--- config.mk ---
export PLATFORM = sky130hd
export DESIGN_NAME = ptp_page_unit
export DESIGN_NICKNAME = d
export VERILOG_FILES = /design/src/logic/ptp_pkg.sv /design/src/logic/ptp_page_unit.sv
export SDC_FILE = /design/constraint.sdc
export NUM_CORES = 1
export LEC_CHECK = 0
export ABC_AREA = 0
export BUFFER_PORTS_ARGS = -buffer_cell sky130_fd_sc_hd__buf_2
export CAP_MARGIN = 20
export CELL_PAD_IN_SITES_DETAIL_PLACEMENT = 0
export CELL_PAD_IN_SITES_GLOBAL_PLACEMENT = 1
export CORE_ASPECT_RATIO = 1.1
export CORE_MARGIN = 10
export CORE_UTILIZATION = 43
export DETAILED_ROUTE_END_ITERATION = 8
export GPL_TIMING_DRIVEN = 1
export PLACE_DENSITY = 0.88
export REMOVE_ABC_BUFFERS = 1
export SETUP_SLACK_MARGIN = 0.05
export SYNTH_ARGS = -nofsm -noshare
export SYNTH_HDL_FRONTEND = slang
export SYNTH_SLANG_ARGS = --single-unit
--- constraint.sdc ---
create_clock -name clk -period 4.3 [get_ports clk]
set_input_delay 0.43 -clock clk [delete_from_list [all_inputs] [get_ports clk]]
set_output_delay 0.43 -clock clk [all_outputs]
set_load 0.05 [all_outputs]
--- src/logic/ptp_pkg.sv ---
// Shared constants and carrier types for the page translation and protection unit
package ptp_pkg;

    // ----------------------------------------------------------------
    // Widths and address split
    // ----------------------------------------------------------------
    localparam int ADDR_W     = 32;
    localparam int OFS_W      = 12;
    localparam int IDX_W      = 10;
    localparam int FRAME_W    = ADDR_W - OFS_W;
    localparam int TLB_IDX_W  = 2;
    localparam int TLB_N      = 1 << TLB_IDX_W;

    // ----------------------------------------------------------------
    // Control register selects
    // ----------------------------------------------------------------
    localparam logic [1:0] SEL_MACHINE_CONTROL = 2'h0;
    localparam logic [1:0] SEL_FAULT_ADDRESS   = 2'h2;
    localparam logic [1:0] SEL_DIRECTORY_BASE  = 2'h3;

    // ----------------------------------------------------------------
    // Field positions
    // ----------------------------------------------------------------
    localparam int MCTL_PE_BIT = 0;
    localparam int MCTL_WP_BIT = 16;
    localparam int MCTL_PG_BIT = 31;
    localparam int ENT_P_BIT   = 0;
    localparam int ENT_RW_BIT  = 1;
    localparam int ENT_US_BIT  = 2;
    localparam int ENT_A_BIT   = 5;
    localparam int ENT_D_BIT   = 6;

    // ----------------------------------------------------------------
    // Fixed values
    // ----------------------------------------------------------------
    localparam logic [1:0]  USER_LEVEL      = 2'h3;
    localparam logic [7:0]  PAGE_FAULT_VEC  = 8'h0e;
    localparam logic [31:0] MCTL_RESET      = 32'h0000_0000;
    localparam logic [31:0] FAULT_RESET     = 32'h0000_0000;
    localparam logic [19:0] DIRB_RESET      = 20'h0_0000;

    typedef enum logic [2:0] {
        ST_IDLE   = 3'b000,
        ST_DIR_RD = 3'b001,
        ST_DIR_WR = 3'b010,
        ST_TBL_RD = 3'b011,
        ST_TBL_WR = 3'b100
    } ptp_state_e;

    typedef struct packed {
        logic [31:0] linear;
        logic        write;
        logic [1:0]  cpl;
    } ptp_req_s;

    typedef struct packed {
        logic [31:0] phys;
        logic        fault;
        logic        not_present;
        logic [7:0]  vector;
    } ptp_resp_s;

    typedef struct packed {
        logic [31:0] addr;
        logic [31:0] wdata;
        logic        write;
        logic        lock;
    } ptp_mem_s;

    typedef struct packed {
        logic        valid;
        logic [19:0] tag;
        logic [19:0] frame;
        logic [1:0]  rights;
        logic        dirty;
    } ptp_tlb_s;

endpackage
--- src/logic/ptp_page_unit.sv ---
// Two-level page translation, protection check and table entry update
// ----------------------------------------------------------------
// ----------------------------------------------------------------
`timescale 1ns/100ps
module ptp_page_unit (
    input  wire logic              clk,
    input  wire logic              reset,
    input  wire logic              req_valid,
    input  ptp_pkg::ptp_req_s      req,
    output logic                   req_ready,
    output logic                   resp_valid,
    output ptp_pkg::ptp_resp_s     resp,
    input  wire logic              ctl_wr_en,
    input  wire logic [1:0]        ctl_wr_sel,
    input  wire logic [31:0]       ctl_wdata,
    input  wire logic [1:0]        ctl_rd_sel,
    output logic [31:0]            ctl_rdata,
    input  wire logic              tsw_load,
    input  wire logic [31:0]       tsw_dir_base,
    output logic                   mem_req,
    output ptp_pkg::ptp_mem_s      mem,
    input  wire logic              mem_ack,
    input  wire logic [31:0]       mem_rdata,
    output logic                   protected_mode,
    output logic                   paging_active
);

    typedef struct packed {
        ptp_pkg::ptp_state_e st;
        ptp_pkg::ptp_req_s   req;
        logic [31:0]         pde;
        logic [31:0]         pte;
        logic                resp_valid;
        ptp_pkg::ptp_resp_s  resp;
        logic                mem_req;
        ptp_pkg::ptp_mem_s   mem;
        logic                pe;
        logic                pg;
        logic                wp;
        logic [31:0]         fault_addr;
        logic [19:0]         dir_base;
        logic [31:0]         rdata;
        ptp_pkg::ptp_tlb_s [ptp_pkg::TLB_N-1:0] tlb;
    } ptp_unit_s;

    ptp_unit_s s_reg;
    ptp_unit_s s_next;

    // ----------------------------------------------------------------
    // Helpers
    // ----------------------------------------------------------------
    // level map, permission table
    function automatic logic prot_fault(logic [1:0] rights, logic wr, logic [1:0] cpl,
                                        logic wp);
        logic user;
        user = (cpl == ptp_pkg::USER_LEVEL);
        if (user) begin
            prot_fault = !rights[1] || (wr && !rights[0]);
        end else begin
            prot_fault = wr && wp && !rights[0];
        end
    endfunction

    function automatic logic [1:0] min_rights(logic [1:0] a, logic [1:0] b);
        min_rights = (a < b) ? a : b;
    endfunction

    function automatic ptp_unit_s do_fault(ptp_unit_s x, logic np);
        x.resp_valid       = 1'b1;
        x.resp.fault       = 1'b1;
        x.resp.not_present = np;
        x.resp.vector      = ptp_pkg::PAGE_FAULT_VEC;
        x.resp.phys        = 32'h0000_0000;
        x.fault_addr       = x.req.linear;
        x.mem_req          = 1'b0;
        x.mem.lock         = 1'b0;
        x.st               = ptp_pkg::ST_IDLE;
        return x;
    endfunction

    function automatic ptp_unit_s do_done(ptp_unit_s x, logic [31:0] phys);
        x.resp_valid       = 1'b1;
        x.resp.fault       = 1'b0;
        x.resp.not_present = 1'b0;
        x.resp.vector      = 8'h00;
        x.resp.phys        = phys;
        x.mem_req          = 1'b0;
        x.mem.lock         = 1'b0;
        x.st               = ptp_pkg::ST_IDLE;
        return x;
    endfunction

    // table entry fetch, locked so a flag update can follow
    function automatic ptp_unit_s start_tbl(ptp_unit_s x, logic [31:0] pde);
        x.mem_req    = 1'b1;
        x.mem.addr   = {pde[31:12], x.req.linear[21:12], 2'b00};
        x.mem.write  = 1'b0;
        x.mem.lock   = 1'b1;
        x.st         = ptp_pkg::ST_TBL_RD;
        return x;
    endfunction

    logic [1:0]  idx;
    logic [1:0]  rights;
    logic [31:0] upd;

    always_comb begin
        s_next            = s_reg;
        s_next.resp_valid = 1'b0;
        idx               = req.linear[13:12];
        rights            = min_rights(s_reg.pde[2:1], mem_rdata[2:1]);
        upd               = 32'h0000_0000;

        // ------------------------------------------------------------
        // Control registers; hardware fault capture below wins over software
        // ------------------------------------------------------------
        if (ctl_wr_en) begin
            case (ctl_wr_sel)
                ptp_pkg::SEL_MACHINE_CONTROL: begin
                    s_next.pe = ctl_wdata[ptp_pkg::MCTL_PE_BIT];
                    s_next.pg = ctl_wdata[ptp_pkg::MCTL_PG_BIT];
                    s_next.wp = ctl_wdata[ptp_pkg::MCTL_WP_BIT];
                end
                ptp_pkg::SEL_FAULT_ADDRESS:  s_next.fault_addr = ctl_wdata;
                ptp_pkg::SEL_DIRECTORY_BASE: s_next.dir_base = ctl_wdata[31:12];
                default: ;
            endcase
        end
        if (tsw_load) begin
            s_next.dir_base = tsw_dir_base[31:12];
        end

        // ------------------------------------------------------------
        // Walk machine
        // ------------------------------------------------------------
        case (s_reg.st)
            ptp_pkg::ST_IDLE: begin
                if (req_valid) begin
                    s_next.req = req;
                    if (!(s_reg.pe && s_reg.pg)) begin
                        s_next = do_done(s_next, req.linear);
                    end else if (s_reg.tlb[idx].valid &&
                                 s_reg.tlb[idx].tag == req.linear[31:12] &&
                                 (!req.write || s_reg.tlb[idx].dirty)) begin
                        if (prot_fault(s_reg.tlb[idx].rights, req.write, req.cpl, s_reg.wp)) begin
                            s_next = do_fault(s_next, 1'b0);
                        end else begin
                            s_next = do_done(s_next, {s_reg.tlb[idx].frame, req.linear[11:0]});
                        end
                    end else begin
                        s_next.mem_req   = 1'b1;
                        s_next.mem.addr  = {s_reg.dir_base, req.linear[31:22], 2'b00};
                        s_next.mem.write = 1'b0;
                        s_next.mem.lock  = 1'b1;
                        s_next.st        = ptp_pkg::ST_DIR_RD;
                    end
                end
            end
            ptp_pkg::ST_DIR_RD: begin
                if (mem_ack) begin
                    s_next.pde = mem_rdata;
                    if (!mem_rdata[ptp_pkg::ENT_P_BIT]) begin
                        s_next = do_fault(s_next, 1'b1);
                    end else if (!mem_rdata[ptp_pkg::ENT_A_BIT]) begin
                        // locked write back, other bits untouched
                        s_next.mem.wdata = mem_rdata | (32'h0000_0001 << ptp_pkg::ENT_A_BIT);
                        s_next.mem.write = 1'b1;
                        s_next.pde       = s_next.mem.wdata;
                        s_next.st        = ptp_pkg::ST_DIR_WR;
                    end else begin
                        s_next = start_tbl(s_next, mem_rdata);
                    end
                end
            end
            ptp_pkg::ST_DIR_WR: begin
                if (mem_ack) begin
                    s_next = start_tbl(s_next, s_reg.pde);
                end
            end
            ptp_pkg::ST_TBL_RD: begin
                if (mem_ack) begin
                    upd = mem_rdata | (32'h0000_0001 << ptp_pkg::ENT_A_BIT);
                    if (s_reg.req.write) begin
                        upd = upd | (32'h0000_0001 << ptp_pkg::ENT_D_BIT);
                    end
                    s_next.pte = upd;
                    if (!mem_rdata[ptp_pkg::ENT_P_BIT]) begin
                        s_next = do_fault(s_next, 1'b1);
                    end else if (prot_fault(rights, s_reg.req.write, s_reg.req.cpl, s_reg.wp)) begin
                        s_next = do_fault(s_next, 1'b0);
                    end else if (upd != mem_rdata) begin
                        s_next.mem.wdata = upd;
                        s_next.mem.write = 1'b1;
                        s_next.st        = ptp_pkg::ST_TBL_WR;
                    end else begin
                        s_next.st = ptp_pkg::ST_TBL_WR;
                        s_next.mem_req = 1'b0;
                    end
                end
            end
            ptp_pkg::ST_TBL_WR: begin
                if (mem_ack || !s_reg.mem_req) begin
                    s_next.tlb[s_reg.req.linear[13:12]] = '{
                        valid:  1'b1,
                        tag:    s_reg.req.linear[31:12],
                        frame:  s_reg.pte[31:12],
                        rights: min_rights(s_reg.pde[2:1], s_reg.pte[2:1]),
                        dirty:  s_reg.pte[ptp_pkg::ENT_D_BIT]
                    };
                    s_next = do_done(s_next, {s_reg.pte[31:12], s_reg.req.linear[11:0]});
                end
            end
            default: s_next.st = ptp_pkg::ST_IDLE;
        endcase

        // flush; after the fill so a stale fill cannot survive
        if ((ctl_wr_en && ctl_wr_sel == ptp_pkg::SEL_DIRECTORY_BASE) ||
            (tsw_load && tsw_dir_base[31:12] != s_reg.dir_base)) begin
            for (int i = 0; i < ptp_pkg::TLB_N; i++) begin
                s_next.tlb[i].valid = 1'b0;
            end
        end

        case (ctl_rd_sel)
            ptp_pkg::SEL_MACHINE_CONTROL: begin
                s_next.rdata = 32'h0000_0000;
                s_next.rdata[ptp_pkg::MCTL_PE_BIT] = s_reg.pe;
                s_next.rdata[ptp_pkg::MCTL_WP_BIT] = s_reg.wp;
                s_next.rdata[ptp_pkg::MCTL_PG_BIT] = s_reg.pg;
            end
            ptp_pkg::SEL_FAULT_ADDRESS:  s_next.rdata = s_reg.fault_addr;
            ptp_pkg::SEL_DIRECTORY_BASE: s_next.rdata = {s_reg.dir_base, 12'h000};
            default:                     s_next.rdata = 32'h0000_0000;
        endcase
    end

    // reset leaves every mode bit clear
    always_ff @(posedge clk) begin
        if (reset) begin
            s_reg          <= '0;
            s_reg.dir_base <= ptp_pkg::DIRB_RESET;
        end else begin
            s_reg <= s_next;
        end
    end

    assign req_ready      = (s_reg.st == ptp_pkg::ST_IDLE);
    assign resp_valid     = s_reg.resp_valid;
    assign resp           = s_reg.resp;
    assign ctl_rdata      = s_reg.rdata;
    assign mem_req        = s_reg.mem_req;
    assign mem            = s_reg.mem;
    assign protected_mode = s_reg.pe;
    assign paging_active  = s_reg.pe && s_reg.pg;
endmodule

==> results.ini <==
[outcome]
outcome = finished, final reports clean

[run]
cap_violations = 0

[worst_setup_path]
critPathArrivalTime_ns = 3.75
r2r-start = s_reg[474]$_SDFFE_PP0P_
ff2ff_setup_slack_ns = 0.97
crit_required_ns = 4.72
start_kind = flop
cp_slowest_cell = or3_1
reg2reg_to = s_reg[245]$_SDFF_PP0_
max_stage_delay_ns = 0.87
cp_max_fo = 47
end_kind = flop
crit_type = flop to flop
worst-r2r-cell-count = 8
crit_top_cell = buf_4
critPathTopFamily = simple AND/OR/NAND/NOR gates
worst-path-buf-inv = 3
crit_chain = or3_1 -> inv_1 -> and2_2 -> buf_4 -> and3_1 -> buf_4 -> a221oi_1 -> a21oi_1

[timing]
fin_crit_ns = 3.33
hold_violations = 0
fin_crit_sh_pct = 77.4
holdWs_ns = 0.0878
fin_ws_ns = 0.971
final-setup-viol-count = 0
worstMarginPinSlew_ns = 1.16
clock_skew_ns = 0.0326
fmax_ghz = 0.300
relSlewSlack_pct = 22.4
slew_violations = 0
rsz0062_at_grt = no

[yosys]
synth_seq_cells = 445
synth_common_cells = 578 x nand2_1, 445 x dfxtp_1, 365 x a21oi_1
yosys.area.top_type = dfxtp_1
synth-edff-count = 0
netlist.area_leader.share_pct = 44.7
synth_warnings = 0
yosysSeqAreaShare_pct = 44.7
syn_inst = 2446
ys_types = 56
synth_most_common_cell = nand2_1
synth_area_sq_um = 19900
synthTopCellsByArea = dfxtp_1 45%, nand2_1 11%, a21oi_1 9.2%, buf_4 5.3%, nor2_1 4.1%
synth_flop_cell = dfxtp_1
syn_avg_cell_area_sq_um = 8.15
async_flop_share_pct = 0

[final_layout]
fin_cells = 3104
fill_cells = 4464
largest_reg_flops = 313
area_delta_synth_final_pct = 11.2
nets = 2623
final_core_util_pct = 48.5
drive_above_1_share_pct = 18.0

[routing]
ant_nets = 0
drc_errors = 0
wl_per_cell_um = 21.4
vias_per_cell = 5.70
drt_iter0_markers = 1907
drt_first_pass_iters = 6
vias = 17700
drt_wl_total_mm = 66.3

[die]
core_area_sq_um = 45800
dieArea_sq_um = 55400
initial_utilization_pct = 43.6
ios = 286
die_y_um = 246
rows = 82
die_x_um = 225

[cts]
cts_made_buffers = 46
cts_tree = yes
post_cts_buffers = 0
cts_htree_levels = 2
path_clk_slew_ns = 0.06
clock-sinks = 445
hold_buffers = 0
clock_latency_ns = 0.60
clockBufferDepth = 3
cts-root-buf = clkbuf_16
cts_repair_resize_count = 0

[power]
vdd_ir_drop_max_mv = 0.302
power.total_uw = 9080
p_leak_uw = 0.00848
power_density_nw_per_um2 = 409

[global_routing]
use_met2_pct = 37.5
antenna_found_initial = 2
overflow = 0
grt.busiest_layer = met2
grt_use_met1_pct = 29.3
grtUsageTotal_pct = 23.1
grt_max_degree = 123
grt_pass1_vias = 17100
grt_first_pass_wirelength_mm = 100
use_met3_pct = 4.16

[hold_path]
hold_path_depth = 3
hp-class = input pin to flop
holdCritStartpoint = mem_rdata[8]
min_to = mem[10]$_SDFFE_PP0P_

[place]
portBuffers = 266
dp_cells = 3018
dp_hpwl_mm = 45.1
gp_congestion = 0.879
dp_slack_ns = 0.325

-- worst reg2reg max path, delay by kind of cell, from the launching register on --
family / cells / cell delay [ns]
AOI/OAI and AO/OA: 2 / 0.43
buffers and inverters: 3 / 0.72
DFF: 1 / 0.59
and+or+nand+nor: 3 / 1.41
-- layer usage --
metal	vias up	part of all wire [%]
met4	2	4.0
met3	137	8.1
met5	-	0.014
met2	768	47
li1	8232	-
met1	8546	41
-- worst max-delay path by stage --
stage                                 end  depth (start not counted)  slack (ns)               startpoint
finish              s_reg[245]$_SDFF_PP0_                          8        0.97  s_reg[474]$_SDFFE_PP0P_
global route        s_reg[254]$_SDFF_PP0_                          8        0.74  s_reg[474]$_SDFFE_PP0P_
CTS                 resp[36]$_SDFFE_PP0P_                         10        0.99                  req[15]
detailed placement  resp[25]$_SDFFE_PP0P_                         10        0.33                  req[15]
global placement    resp[24]$_SDFFE_PP0P_                         10        0.39                  req[15]
floorplan           resp[10]$_SDFFE_PP0P_                         10       -0.89             mem_rdata[2]
-- cell families (layout without fill, tap and decap cells) --
group                    after synthesis  after routing  synth area share [%]
AND/OR/NAND/NOR                      932            932                  18.9
AO/OA/AOI/OAI                        542            542                  16.2
flip-flops                           445            445                  44.7
buffers and inverters                354            416                  9.64
multiplexers                         130            130                  8.63
XOR/XNOR                              38             38                  1.67
adder cells (fa/ha/maj)                4              4                 0.251
other                                  1              9                0.0188
-- cell type report --
| class | instances | area, sq um | share of cell area, % |
|---|---|---|---|
| Clock inverter | 7 | 108 | 0.485 |
| Multi-Input combinational cell | 1653 | 9210 | 41.5 |
| Tap cell | 588 | 736 | 3.32 |
| Timing Repair Buffer | 304 | 1660 | 7.49 |
| Clock buffer | 77 | 1440 | 6.48 |
| Sequential cell | 445 | 8910 | 40.2 |
| Antenna cell | 2 | 5.00 | 0.0226 |
| Inverter | 28 | 105 | 0.474 |
-- stage by stage --
stage	TNS [ns]	instance area (sq um)
floorplan	-47.31	18100
global placement	0	20600
detailed placement	0	20600
CTS	0	22200
global route	0	22200
finish	0	22200
-- power by group --
group / switching, uW / internal (uW) / leakage [uW]
Clock: 1680 / 2400 / 0.000758
Combinational: 507 / 218 / 0.00412
Sequential: 76.8 / 4200 / 0.00360
Total: 2260 / 6810 / 0.00848
-- placed cells by master, fill, tap and decap left out, types with 7 or more instances in the layout --
master | Yosys | layout
dfxtp_1 | 445 | 445
a221o_1 | 32 | 32
a311oi_1 | 21 | 21
nand3_1 | 46 | 46
nand2_1 | 578 | 576
inv_1 | 27 | 27
and2_1 | 15 | 12
xor2_1 | 14 | 14
clkbuf_1 | 164 | 14
a221oi_1 | 28 | 28
a22oi_1 | 23 | 23
nor3_1 | 35 | 33
o21a_1 | 12 | 12
mux2_2 | 25 | 25
a21oi_1 | 365 | 364
clkbuf_8 | 0 | 17
mux4_2 | 31 | 31
nor2_1 | 218 | 214
buf_4 | 140 | 36
nor4_1 | 7 | 7
mux2i_1 | 74 | 74
clkbuf_16 | 0 | 46
o22ai_1 | 16 | 15
buf_2 | 4 | 264
conb_1 | 1 | 7
o21ai_0 | 20 | 20
and3_1 | 10 | 9
xnor2_1 | 24 | 24
Power figures use the tool's default switching activity.
